<file path="src/dcc_pkg.sv">
package dcc_pkg;

  // ==========================================================
  // Pin bundle sampled from the command/address bus
  typedef struct packed {
    logic cs_n;
    logic ras_n;
    logic cas_n;
    logic we_n;
    logic cke;
    logic [2:0] ba;
    logic [15:0] addr;
  } dcc_pins_t;

  localparam int DCC_PINS_W = $bits(dcc_pins_t);
  localparam dcc_pins_t DCC_PINS_RST = '{cs_n: 1'b1, ras_n: 1'b1, cas_n: 1'b1,
    we_n: 1'b1, cke: 1'b0, ba: 3'h0, addr: 16'h0000};

  // ==========================================================
  // Decoded commands
  typedef enum logic [3:0] {
    DCC_DESELECT = 4'b0000,
    DCC_IDLE_CYCLE = 4'b0001,
    DCC_MODE_REGISTER_WRITE = 4'b0010,
    DCC_REFRESH = 4'b0011,
    DCC_SELF_REFRESH_ENTRY = 4'b0100,
    DCC_SELF_REFRESH_EXIT = 4'b0101,
    DCC_PRECHARGE = 4'b0110,
    DCC_ALL_BANK_CLOSE = 4'b0111,
    DCC_ROW_OPEN = 4'b1000,
    DCC_WRITE = 4'b1001,
    DCC_READ = 4'b1010,
    DCC_LONG_IMPEDANCE_CAL = 4'b1011,
    DCC_SHORT_IMPEDANCE_CAL = 4'b1100,
    DCC_POWERDOWN_ENTRY = 4'b1101,
    DCC_POWERDOWN_EXIT = 4'b1110
  } dcc_cmd_t;

  // Clock-enable power states
  typedef enum logic [1:0] {
    DCC_AWAKE = 2'b00,
    DCC_PRECHARGE_PD = 2'b01,
    DCC_ACTIVE_PD = 2'b10,
    DCC_SELF_REFRESH = 2'b11
  } dcc_pstate_t;

  // ==========================================================
  // Strobe patterns {ras_n, cas_n, we_n} with chip select low
  localparam logic [2:0] DCC_PAT_MRS = 3'h0;
  localparam logic [2:0] DCC_PAT_REF = 3'h1;
  localparam logic [2:0] DCC_PAT_PRE = 3'h2;
  localparam logic [2:0] DCC_PAT_ACT = 3'h3;
  localparam logic [2:0] DCC_PAT_WR = 3'h4;
  localparam logic [2:0] DCC_PAT_RD = 3'h5;
  localparam logic [2:0] DCC_PAT_ZQ = 3'h6;
  localparam logic [2:0] DCC_PAT_NOP = 3'h7;

  // Address bit roles
  localparam int DCC_A_AUTO = 10;
  localparam int DCC_A_CHOP = 12;

  // Burst-length field of mode register zero
  localparam int DCC_MR0_BL_LSB = 0;
  localparam logic [1:0] DCC_BL_FIXED8 = 2'h0;
  localparam logic [1:0] DCC_BL_PER_CMD = 2'h1;
  localparam logic [1:0] DCC_BL_FIXED4 = 2'h2;
  localparam logic [15:0] DCC_MR0_RST = 16'h0000;

  // Burst lengths in memory-clock edges
  localparam logic [2:0] DCC_BURST_FULL = 3'h4;
  localparam logic [2:0] DCC_BURST_CHOP = 3'h2;

  // Consecutive edges a new clock-enable level must hold
  localparam logic [2:0] DCC_CKE_MIN_EDGES = 3'h3;

  localparam logic [1:0] DCC_MR_COUNT_M1 = 2'h3;

endpackage

</file>
<file path="src/dcc_decoder.sv">
`timescale 1ns/100ps

module dcc_decoder
(
  input wire logic ref_clk,
  input wire logic rst,
  input wire logic mem_clk,
  input wire logic reset_n,
  input wire dcc_pkg::dcc_pins_t pins,
  output dcc_pkg::dcc_cmd_t cmd_q,
  output logic cmd_stb_q,
  output logic [2:0] cmd_bank_q,
  output logic [15:0] cmd_addr_q,
  output dcc_pkg::dcc_pstate_t pstate_q,
  output logic idle_q,
  output logic [7:0] bank_open_q,
  output logic burst_active_q,
  output logic burst_write_q,
  output logic burst_chop_q,
  output logic burst_autoclose_q,
  output logic mr_write_stb_q,
  output logic [1:0] mr_sel_q,
  output logic [15:0] mr_data_q,
  output logic [15:0] mr0_q
);
  import dcc_pkg::*;

  // ==========================================================
  // Synchronisers
  dcc_pins_t pins_s1_q;
  dcc_pins_t pins_s2_q;
  logic [1:0] clk_s_q;
  logic clk_d_q;
  logic [1:0] rstn_s_q;

  always_ff @(posedge ref_clk)
  begin
    if (rst)
    begin
      pins_s1_q <= DCC_PINS_RST;
      pins_s2_q <= DCC_PINS_RST;
      clk_s_q <= 2'h0;
      clk_d_q <= 1'b0;
      rstn_s_q <= 2'h0;
    end
    else
    begin
      pins_s1_q <= pins;
      pins_s2_q <= pins_s1_q;
      clk_s_q <= {clk_s_q[0], mem_clk};
      clk_d_q <= clk_s_q[1];
      rstn_s_q <= {rstn_s_q[0], reset_n};
    end
  end

  // Pins share the clock's latency, so s2 holds their value at the edge
  logic edge_w;
  logic clr_w;
  assign edge_w = clk_s_q[1] & ~clk_d_q;
  // Pin reset is sampled, so it acts within a few ref_clk cycles, clock or not
  assign clr_w = rst | ~rstn_s_q[1];

  // ==========================================================
  // Clock-enable qualification
  logic cke_f_q;
  logic [2:0] cke_cnt_q;
  logic cke_now_w;

  function automatic logic cke_take(input logic raw, input logic held, input logic [2:0] cnt);
    cke_take = (raw != held) && (cnt == DCC_CKE_MIN_EDGES - 3'h1);
  endfunction

  assign cke_now_w = cke_take(pins_s2_q.cke, cke_f_q, cke_cnt_q) ? pins_s2_q.cke : cke_f_q;

  always_ff @(posedge ref_clk)
  begin
    if (clr_w)
    begin
      cke_f_q <= 1'b0;
      cke_cnt_q <= 3'h0;
    end
    else if (pstate_q == DCC_SELF_REFRESH && pins_s2_q.cke)
    begin
      cke_f_q <= 1'b1;
      cke_cnt_q <= 3'h0;
    end
    else if (edge_w)
    begin
      if (cke_take(pins_s2_q.cke, cke_f_q, cke_cnt_q))
      begin
        cke_f_q <= pins_s2_q.cke;
        cke_cnt_q <= 3'h0;
      end
      else if (pins_s2_q.cke != cke_f_q)
        cke_cnt_q <= cke_cnt_q + 3'h1;
      else
        cke_cnt_q <= 3'h0;
    end
  end

  // ==========================================================
  // Command decode; termination control has no input here at all
  logic [2:0] pat_w;
  dcc_cmd_t raw_cmd_w;
  assign pat_w = {pins_s2_q.ras_n, pins_s2_q.cas_n, pins_s2_q.we_n};

  always_comb
  begin
    raw_cmd_w = DCC_DESELECT;
    if (!pins_s2_q.cs_n)
    begin
      case (pat_w)
        DCC_PAT_MRS: raw_cmd_w = DCC_MODE_REGISTER_WRITE;
        DCC_PAT_REF: raw_cmd_w = DCC_REFRESH;
        DCC_PAT_PRE: raw_cmd_w = pins_s2_q.addr[DCC_A_AUTO] ? DCC_ALL_BANK_CLOSE : DCC_PRECHARGE;
        DCC_PAT_ACT: raw_cmd_w = DCC_ROW_OPEN;
        DCC_PAT_WR: raw_cmd_w = DCC_WRITE;
        DCC_PAT_RD: raw_cmd_w = DCC_READ;
        DCC_PAT_ZQ: raw_cmd_w = pins_s2_q.addr[DCC_A_AUTO] ? DCC_LONG_IMPEDANCE_CAL
                                                            : DCC_SHORT_IMPEDANCE_CAL;
        DCC_PAT_NOP: raw_cmd_w = DCC_IDLE_CYCLE;
        default: raw_cmd_w = DCC_DESELECT;
      endcase
    end
  end

  logic quiet_w;
  logic is_idle_w;
  assign quiet_w = (raw_cmd_w == DCC_DESELECT) || (raw_cmd_w == DCC_IDLE_CYCLE);
  assign is_idle_w = (bank_open_q == 8'h00) && !burst_active_q && cke_f_q;

  // ==========================================================
  // Action selection from CKE(n-1), CKE(n) and state
  dcc_cmd_t act_w;
  dcc_pstate_t next_ps_w;

  always_comb
  begin
    act_w = DCC_DESELECT;
    next_ps_w = pstate_q;
    case (pstate_q)
      DCC_AWAKE:
      begin
        if (cke_f_q && !cke_now_w)
        begin
          if (raw_cmd_w == DCC_REFRESH && is_idle_w)
          begin
            act_w = DCC_SELF_REFRESH_ENTRY;
            next_ps_w = DCC_SELF_REFRESH;
          end
          else if (quiet_w)
          begin
            act_w = DCC_POWERDOWN_ENTRY;
            next_ps_w = (bank_open_q != 8'h00) ? DCC_ACTIVE_PD : DCC_PRECHARGE_PD;
          end
        end
        else if (cke_f_q && cke_now_w)
          act_w = raw_cmd_w;
      end
      DCC_PRECHARGE_PD, DCC_ACTIVE_PD:
      begin
        // No refresh is ever started from here
        if (!cke_f_q && cke_now_w && quiet_w)
        begin
          act_w = DCC_POWERDOWN_EXIT;
          next_ps_w = DCC_AWAKE;
        end
      end
      DCC_SELF_REFRESH: next_ps_w = DCC_SELF_REFRESH;
      default: next_ps_w = DCC_AWAKE;
    endcase
  end

  // ==========================================================
  // Power state and command output
  logic srx_w;
  assign srx_w = (pstate_q == DCC_SELF_REFRESH) && pins_s2_q.cke;

  always_ff @(posedge ref_clk)
  begin
    if (clr_w)
    begin
      pstate_q <= DCC_AWAKE;
      cmd_q <= DCC_DESELECT;
      cmd_stb_q <= 1'b0;
      cmd_bank_q <= 3'h0;
      cmd_addr_q <= 16'h0000;
    end
    else if (srx_w)
    begin
      pstate_q <= DCC_AWAKE;
      cmd_q <= DCC_SELF_REFRESH_EXIT;
      cmd_stb_q <= 1'b1;
    end
    else if (edge_w)
    begin
      pstate_q <= next_ps_w;
      cmd_q <= act_w;
      // Deselect and idle cycles produce no strobe
      cmd_stb_q <= (act_w != DCC_DESELECT) && (act_w != DCC_IDLE_CYCLE);
      cmd_bank_q <= pins_s2_q.ba;
      cmd_addr_q <= pins_s2_q.addr;
    end
    else
      cmd_stb_q <= 1'b0;
  end

  always_ff @(posedge ref_clk)
  begin
    if (clr_w)
      idle_q <= 1'b0;
    else
      idle_q <= (pstate_q == DCC_AWAKE) && is_idle_w;
  end

  // ==========================================================
  // Mode registers
  logic mrs_w;
  assign mrs_w = edge_w && !srx_w && (act_w == DCC_MODE_REGISTER_WRITE)
                 && (pins_s2_q.ba[2] == 1'b0);

  always_ff @(posedge ref_clk)
  begin
    if (clr_w)
    begin
      mr_write_stb_q <= 1'b0;
      mr_sel_q <= 2'h0;
      mr_data_q <= 16'h0000;
      mr0_q <= DCC_MR0_RST;
    end
    else
    begin
      mr_write_stb_q <= mrs_w;
      if (mrs_w)
      begin
        mr_sel_q <= pins_s2_q.ba[1:0];
        mr_data_q <= pins_s2_q.addr;
        if (pins_s2_q.ba[1:0] == 2'h0)
          mr0_q <= pins_s2_q.addr;
      end
    end
  end

  // ==========================================================
  // Bank tracking and bursts
  logic [1:0] bl_w;
  logic chop_w;
  logic rw_w;
  logic [2:0] burst_cnt_q;
  logic [2:0] burst_bank_q;
  logic burst_end_w;

  assign bl_w = mr0_q[DCC_MR0_BL_LSB +: 2];
  always_comb
  begin
    case (bl_w)
      DCC_BL_PER_CMD: chop_w = ~pins_s2_q.addr[DCC_A_CHOP];
      DCC_BL_FIXED4: chop_w = 1'b1;
      DCC_BL_FIXED8: chop_w = 1'b0;
      default: chop_w = 1'b0;
    endcase
  end

  assign rw_w = edge_w && !srx_w && ((act_w == DCC_READ) || (act_w == DCC_WRITE));
  assign burst_end_w = edge_w && burst_active_q && (burst_cnt_q == 3'h1);

  always_ff @(posedge ref_clk)
  begin
    if (clr_w)
    begin
      burst_active_q <= 1'b0;
      burst_write_q <= 1'b0;
      burst_chop_q <= 1'b0;
      burst_autoclose_q <= 1'b0;
      burst_cnt_q <= 3'h0;
      burst_bank_q <= 3'h0;
    end
    else if (burst_active_q)
    begin
      // A running burst ignores every command until it has run out
      if (edge_w)
        burst_cnt_q <= burst_cnt_q - 3'h1;
      if (burst_end_w)
        burst_active_q <= 1'b0;
    end
    else if (rw_w)
    begin
      burst_active_q <= 1'b1;
      burst_write_q <= (act_w == DCC_WRITE);
      burst_chop_q <= chop_w;
      burst_autoclose_q <= pins_s2_q.addr[DCC_A_AUTO];
      burst_cnt_q <= chop_w ? DCC_BURST_CHOP : DCC_BURST_FULL;
      burst_bank_q <= pins_s2_q.ba;
    end
  end

  always_ff @(posedge ref_clk)
  begin
    if (clr_w)
      bank_open_q <= 8'h00;
    else
    begin
      if (edge_w && !srx_w)
      begin
        case (act_w)
          DCC_ROW_OPEN: bank_open_q[pins_s2_q.ba] <= 1'b1;
          DCC_PRECHARGE: bank_open_q[pins_s2_q.ba] <= 1'b0;
          DCC_ALL_BANK_CLOSE: bank_open_q <= 8'h00;
          default: bank_open_q <= bank_open_q;
        endcase
      end
      if (burst_end_w && burst_autoclose_q)
        bank_open_q[burst_bank_q] <= 1'b0;
    end
  end

endmodule

</file>
<file path="config.mk">
export PLATFORM = sky130hd
export DESIGN_NAME = dcc_decoder
export DESIGN_NICKNAME = d
export VERILOG_FILES = /design/src/dcc_pkg.sv /design/src/dcc_decoder.sv
export SDC_FILE = /design/constraint.sdc
export NUM_CORES = 1
export LEC_CHECK = 0
export BUFFER_PORTS_ARGS = -buffer_cell sky130_fd_sc_hd__buf_2
export CELL_PAD_IN_SITES_DETAIL_PLACEMENT = 0
export CELL_PAD_IN_SITES_GLOBAL_PLACEMENT = 1
export CORE_UTILIZATION = 40
export CTS_CLUSTER_DIAMETER = 200
export DETAILED_ROUTE_END_ITERATION = 10
export PLACE_DENSITY = 0.76
export RECOVER_POWER = 100
export SYNTH_ARGS = -nofsm -noshare
export SYNTH_HDL_FRONTEND = slang
export SYNTH_SLANG_ARGS = --single-unit
</file>
<file path="constraint.sdc">
create_clock -name ref_clk -period 2.7 [get_ports ref_clk]
set_input_delay 0.135 -clock ref_clk [delete_from_list [all_inputs] [get_ports ref_clk]]
set_output_delay 0.135 -clock ref_clk [all_outputs]
set_load 0.01 [all_outputs]
</file>
==> results.cfg, run 1 <==
[run_status]
status = finished, final reports clean

[layout]
area_delta_synth_final_pct = 26.87
antenna_cells = 0
num-nets-final = 739
stdcell_area_um2 = 6775
final_common_cell = dfxtp_1
drive_gt1_share_pct = 13.71
layout_common_cells = dfxtp_1, nand2_1, clkbuf_1

[worst_setup_path]
end_kind = register
critical-path-max-stage-delay_ns = 0.48
critPathKind = register to register
worstPathArrival_ns = 2.81
path_delay_family = simple AND/OR/NAND/NOR gates
cpMaxStageDelayCell = or4_1
required_ns = 2.97
crit_fanout = 18
critPathBufInv = 3
cp_cell_sequence = inv_1 -> ha_1 -> or2b_1 -> o21ai_2 -> o21ai_2 -> buf_4 -> or4_1 -> buf_4 -> nand2_1 -> a21oi_1
cp-start-kind = register

[detailed_routing]
initialDrtViolationCount = 214
vias = 4310
vias_per_cell = 4.859
wl_per_cell_um = 14.48
drt_wl_total_mm = 12.84
drtAntennaViolNets = 0
drc = 0
dr.pass1.iters = 5

[sta]
drv_slew = 0
hold_viol_final = 0
fin_tns_setup_ns = 0
grt_setup_unrepaired = false
setup_viol = 0
period_needed_ns = 2.544
max_freq_ghz = 0.3931
relSlewSlack_pct = 58.40
fin_crit_sh_pct = 94.22
worst_slew_pin_slew_ns = 0.6241
finClkSkew_ns = 0.006674

[global_routing]
antenna_found_initial = 0
grt.overflow.total = 0
grt_start_max_net_pins = 55
gr-usage-all-layers_pct = 19.41
grt_pass1_wl_mm = 20.96
grt_pass1_vias = 4036

[flow_run]
maxCapViolCount = 0

[clock_tree]
clock-root-buffer = clkbuf_16
cts_sinks = 137
cts_tree = yes
cts_buffers = 17
clk_latency_ns = 0.41
h-tree-depth = 4
cts.clk_slew.worst_paths_ns = 0.06
clockBufferDepth = 2

[yosys]
yosys_warnings = 0
async_flop_share_pct = 0
seq_area_frac_synth_pct = 51.36
synth_cell_types = 67
synth_ff_type = dfxtp_1
synth_edf_count = 0
syn_area_um2 = 5340
ys_seq_elements = 137
synthCells = 575
synthTopCellsByArea = dfxtp_1, nand2_1, nor2b_1, a21oi_1, mux2i_1
synthesis.nets = 612
synth_top_cell_area_share_pct = 51.36
syn_avg_cell_area_um2 = 9.287
yosys.area.top_type = dfxtp_1

[power_and_ir_drop]
ir_drop_mv = 0.4321
p_leak_uw = 0.002379
powerDensity_nw_per_um2 = 661.2

[place]
port_buffers = 101
place_hpwl_mm = 8.804
gp_congestion = 0.8835
placed_cell_area_um2 = 6015

[floorplanning]
core_area_um2 = 12820
die_w_um = 117.5
io_pins = 102
dieArea_um2 = 13820
die_h_um = 117.5
num_rows = 41
initial_utilization_pct = 41.64

[worst_hold_path]
hold_path.class = input pin to register
==> flip-flops by register name, summed over array words and instances, names as in the netlist, 3 cells and up <==
name and flops:
bank_open_q 8, burst_bank_q 3, burst_cnt_q 3, cke_cnt_q 3
cmd_addr_q 16, cmd_bank_q 3, cmd_q 4, mr0_q 16
mr_data_q 16, pat_w 3, pins_s1_q 24, pins_s2_q 21
==> metal layers <==
layer	global-route usage [%]	part of all wire, %
met5	0	0
met4	8.173	1.9
met3	4.409	4.4
met2	30.58	45
met1	25.51	48
==> cells in the mapped netlist, types with 3 or more instances <==
cell and n:
nor2_1 35, buf_4 3, a31oi_1 6, nor3_1 3
nand3b_1 4, ha_1 9, nand4_1 3, a221oi_1 3
nor2b_1 55, a211oi_1 6, nand2b_1 4, or2_2 8
o21ai_0 12, buf_2 4, buf_6 3, clkbuf_1 22
inv_1 12, nand3_1 10, nand2_1 100, mux2i_1 22
dfxtp_1 137, nor4_1 3, a21oi_1 57
==> worst min-delay path: stages <==
cell and delay, ns:
buf_2 0.11, buf_4 0.28, nor2b_1 0.15
==> where the power goes <==
group / total [µW] / switching (µW) / internal, µW
Sequential: 2090 / 28.3 / 2060
Combinational: 144 / 67.9 / 75.7
Clock: 2250 / 838 / 1410
Total: 4480 / 934 / 3550
==> metrics by stage <==
step	setup WS [ns]	hold WS [ns]	utilization, %	total power, µW	cells
global placement	0.1831	0.3200	46.90	2245	828
floorplan	0.2925	0.2388	-	2200	575
finish	0.1559	0.3030	52.83	4479	887
global route	0.01764	0.3271	52.83	4643	887
CTS	0.1177	0.2883	53.46	4530	886
detailed placement	0.1146	0.3186	46.90	2247	828
==> cell type report <==
| class | instances | area (µm²) |
|---|---|---|
| well taps | 172 | 215.2 |
| clock buffers | 22 | 464.2 |
| flip-flops and latches | 137 | 2743 |
| multi-input cells | 391 | 2391 |
| clock inverters | 10 | 117.6 |
| fillers | 1244 | 6050 |
| inverters | 12 | 45.04 |
| repair buffers | 143 | 799.5 |
==> what timing repair did <==
| item | 4_1_cts | 5_1_grt |
|---|---|---|
| hold buffers | 26 | 0 |
| setup buffers | 0 | 1 |
| gates resized for setup | 0 | 2 |
| setup endpoints to repair | 0 | 42 |
| endpoints found under the hold margin | 26 | 0 |
==> worst paths after layout <==
check	from	end	slack, ns	cells after the start
max	cke_cnt_q[0]$_SDFFE_PP0P_	mr_data_q[10]$_SDFFE_PP0P_	0.16	10
min	rst	pins_s2_q[19]$_SDFF_PP0_	0.30	3
max reg2reg	cke_cnt_q[0]$_SDFFE_PP0P_	mr_data_q[10]$_SDFFE_PP0P_	0.16	10
min reg2reg	pins_s1_q[23]$_SDFF_PP1_	pins_s2_q[23]$_SDFF_PP1_	0.40	1
==> cell families after synthesis <==
logic type / count (synthesis) / synth area share, %
buffers and inverters: 47 / 4.335
adders and majority gates: 9 / 2.109
and+or+nand+nor: 248 / 24.18
xor gates and xnor gates: 3 / 0.4921
AOI/OAI and AO/OA: 108 / 13.19
DFF: 137 / 51.36
muxes: 23 / 4.335
(Power assumes the default switching activity.)
==> run 2: changes to the inputs <==
--- a/config.mk
+++ b/config.mk
@@ -8,6 +8,7 @@
 export BUFFER_PORTS_ARGS = -buffer_cell sky130_fd_sc_hd__buf_2
 export CELL_PAD_IN_SITES_DETAIL_PLACEMENT = 0
 export CELL_PAD_IN_SITES_GLOBAL_PLACEMENT = 1
+export CORE_ASPECT_RATIO = 1.5
 export CORE_UTILIZATION = 40
 export CTS_CLUSTER_DIAMETER = 200
 export DETAILED_ROUTE_END_ITERATION = 10
==> constraint.sdc (replaced) <==
create_clock -name ref_clk -period 2.6 [get_ports ref_clk]
set_input_delay 0.13 -clock ref_clk [delete_from_list [all_inputs] [get_ports ref_clk]]
set_output_delay 0.13 -clock ref_clk [all_outputs]
set_load 0.01 [all_outputs]
==> run 2 against run 1 <==
Wire length is 6.2% higher. Core utilization up 0.093 points. Via count increased by 5.0%. Critical path type unchanged.
==> results.cfg, run 2 (same netlist as run 1, synthesis figures left out) <==
[worst_hold_path]
hold_path.class = input pin to register
hold_depth = 3

[floorplanning]
die_w_um = 96.34
initial_utilization_pct = 41.02
core_area_um2 = 13020
dieArea_um2 = 13830
die_h_um = 143.5
num_rows = 51
io_pins = 102

[global_routing]
grt_pass1_vias = 4329
grt.overflow.total = 0
grt_pass1_wl_mm = 21.31
gr-usage-all-layers_pct = 20.62
antenna_found_initial = 0
grt_start_max_net_pins = 61

[power_and_ir_drop]
p_leak_uw = 0.002455
powerDensity_nw_per_um2 = 703.3
ir_drop_mv = 0.4188

[detailed_routing]
wl_met3_um = 628
drc = 0
initialDrtViolationCount = 179
met1_length_mm = 5.563
drt_wl_total_mm = 13.64
vias = 4527
wl_per_cell_um = 15.46
vias_per_cell = 5.133
highest_layer = met4
dr.pass1.iters = 4
drtAntennaViolNets = 0
route.met2.wl_mm = 6.999

[sta]
relSlewSlack_pct = 60.68
hold_viol_final = 0
drv_slew = 0
finClkSkew_ns = 0.005288
fin_crit_sh_pct = 94.22
setup_viol = 0
period_needed_ns = 2.450
max_freq_ghz = 0.4082
layout_setup_ws_ns = 0.1504
worst_slew_pin_slew_ns = 0.5886
grt_setup_unrepaired = false

[place]
dp_slack_ns = -0.08871
gp_congestion = 0.9054
place_hpwl_mm = 9.260
port_buffers = 101
dp_cells = 822

[worst_setup_path]
critPathBufInv = 2
crit_fanout = 18
cp-start-kind = register
worstPathArrival_ns = 2.74
cp_cell_sequence = inv_1 -> ha_1 -> nand3b_1 -> a211oi_2 -> nor3_2 -> nand3_4 -> or4_4 -> buf_6 -> nand2_1 -> a21oi_1
end_kind = register
critical-path-max-stage-delay_ns = 0.54
r2r_cells = 10
crit_cells = 10
cpMaxStageDelayCell = or4_4
required_ns = 2.89
path_delay_family = simple AND/OR/NAND/NOR gates
critPathKind = register to register

[layout]
reg_top3 = pins_s1_q x24, pins_s2_q x21
drive_gt1_share_pct = 15.77
num-nets-final = 747
layout_common_cells = dfxtp_1, nand2_1, clkbuf_1
area_delta_synth_final_pct = 29.01
regMostFlops = pins_s1_q
final_common_cell = dfxtp_1
largest_reg_flops = 24
antenna_cells = 0
fillCellCount = 1283
fin_cells = 882

[clock_tree]
clockBufferDepth = 2
cts_buffers = 17
cts_sinks = 137
h-tree-depth = 4
cts.clk_slew.worst_paths_ns = 0.06
cts_tree = yes
clock-root-buffer = clkbuf_16
clk_latency_ns = 0.41

[run_status]
status = finished, final reports clean

[flow_run]
maxCapViolCount = 0
==> run 2: routing by layer <==
layer,up-vias,GRT usage (%)
met1,2157,22.25
met2,118,36.17
met4,0,10.29
met5,-,0
li1,2220,-
met3,32,5.767
==> run 2: final cells by class <==
class                           instances  area (µm²)  share of cell area [%]
Clock inverter                         12       161.4                   2.343
Inverter                               12       45.04                  0.6538
Timing Repair Buffer                  151       877.1                   12.73
Multi-Input combinational cell        391        2397                   34.80
Tap cell                              159       198.9                   2.888
Sequential cell                       137        2743                   39.81
Clock buffer                           20       466.7                   6.774
==> run 2: final timing paths <==
check / end / from / slack, ns
max reg2reg: mr_data_q[4]$_SDFFE_PP0P_ / pstate_q[0]$_SDFFE_PP0P_ / 0.15
min: pins_s2_q[17]$_SDFF_PP0_ / rst / 0.31
min reg2reg: pat_w[2]$_SDFF_PP1_ / pins_s1_q[22]$_SDFF_PP1_ / 0.41
max: mr_data_q[4]$_SDFFE_PP0P_ / pstate_q[0]$_SDFFE_PP0P_ / 0.15
==> run 2: repair_timing <==
action                                  4_1_cts  5_1_grt
setup buffers                                 1        1
resized for setup                             0        5
endpoints found under the hold margin        26        0
hold buffers                                 26        0
endpoints found under the setup margin       18        6
pin swaps                                     1        3
==> run 2: worst register-to-register path: stages (launching register included) <==
cell	delay, ns
dfxtp_1	0.33
inv_1	0.06
ha_1	0.33
nand3b_1	0.17
a211oi_2	0.12
nor3_2	0.30
nand3_4	0.14
or4_4	0.54
buf_6	0.18
nand2_1	0.09
a21oi_1	0.06
==> run 2: power breakdown <==
| part | switching [µW] | total (µW) | leakage (µW) | internal [µW] |
|---|---|---|---|---|
| Clock | 924 | 2520 | 0.000300 | 1600 |
| Combinational | 80.3 | 162 | 0.00104 | 81.5 |
| Sequential | 23.7 | 2160 | 0.00111 | 2140 |
==> run 2: through the flow <==
step	power [µW]	setup TNS, ns	hold WS [ns]	utilization [%]	area [µm²]
4_1_cts	4885	0	0.3147	53.65	6984
5_1_grt	4992	0	0.3299	52.92	6889
3_5_place_dp	2341	-1.234	0.3161	46.67	6076
2_1_floorplan	2284	0	0.2338	-	5340
3_3_place_gp	2337	0	0.3148	46.67	6076
6_report	4845	0	0.3086	52.92	6889
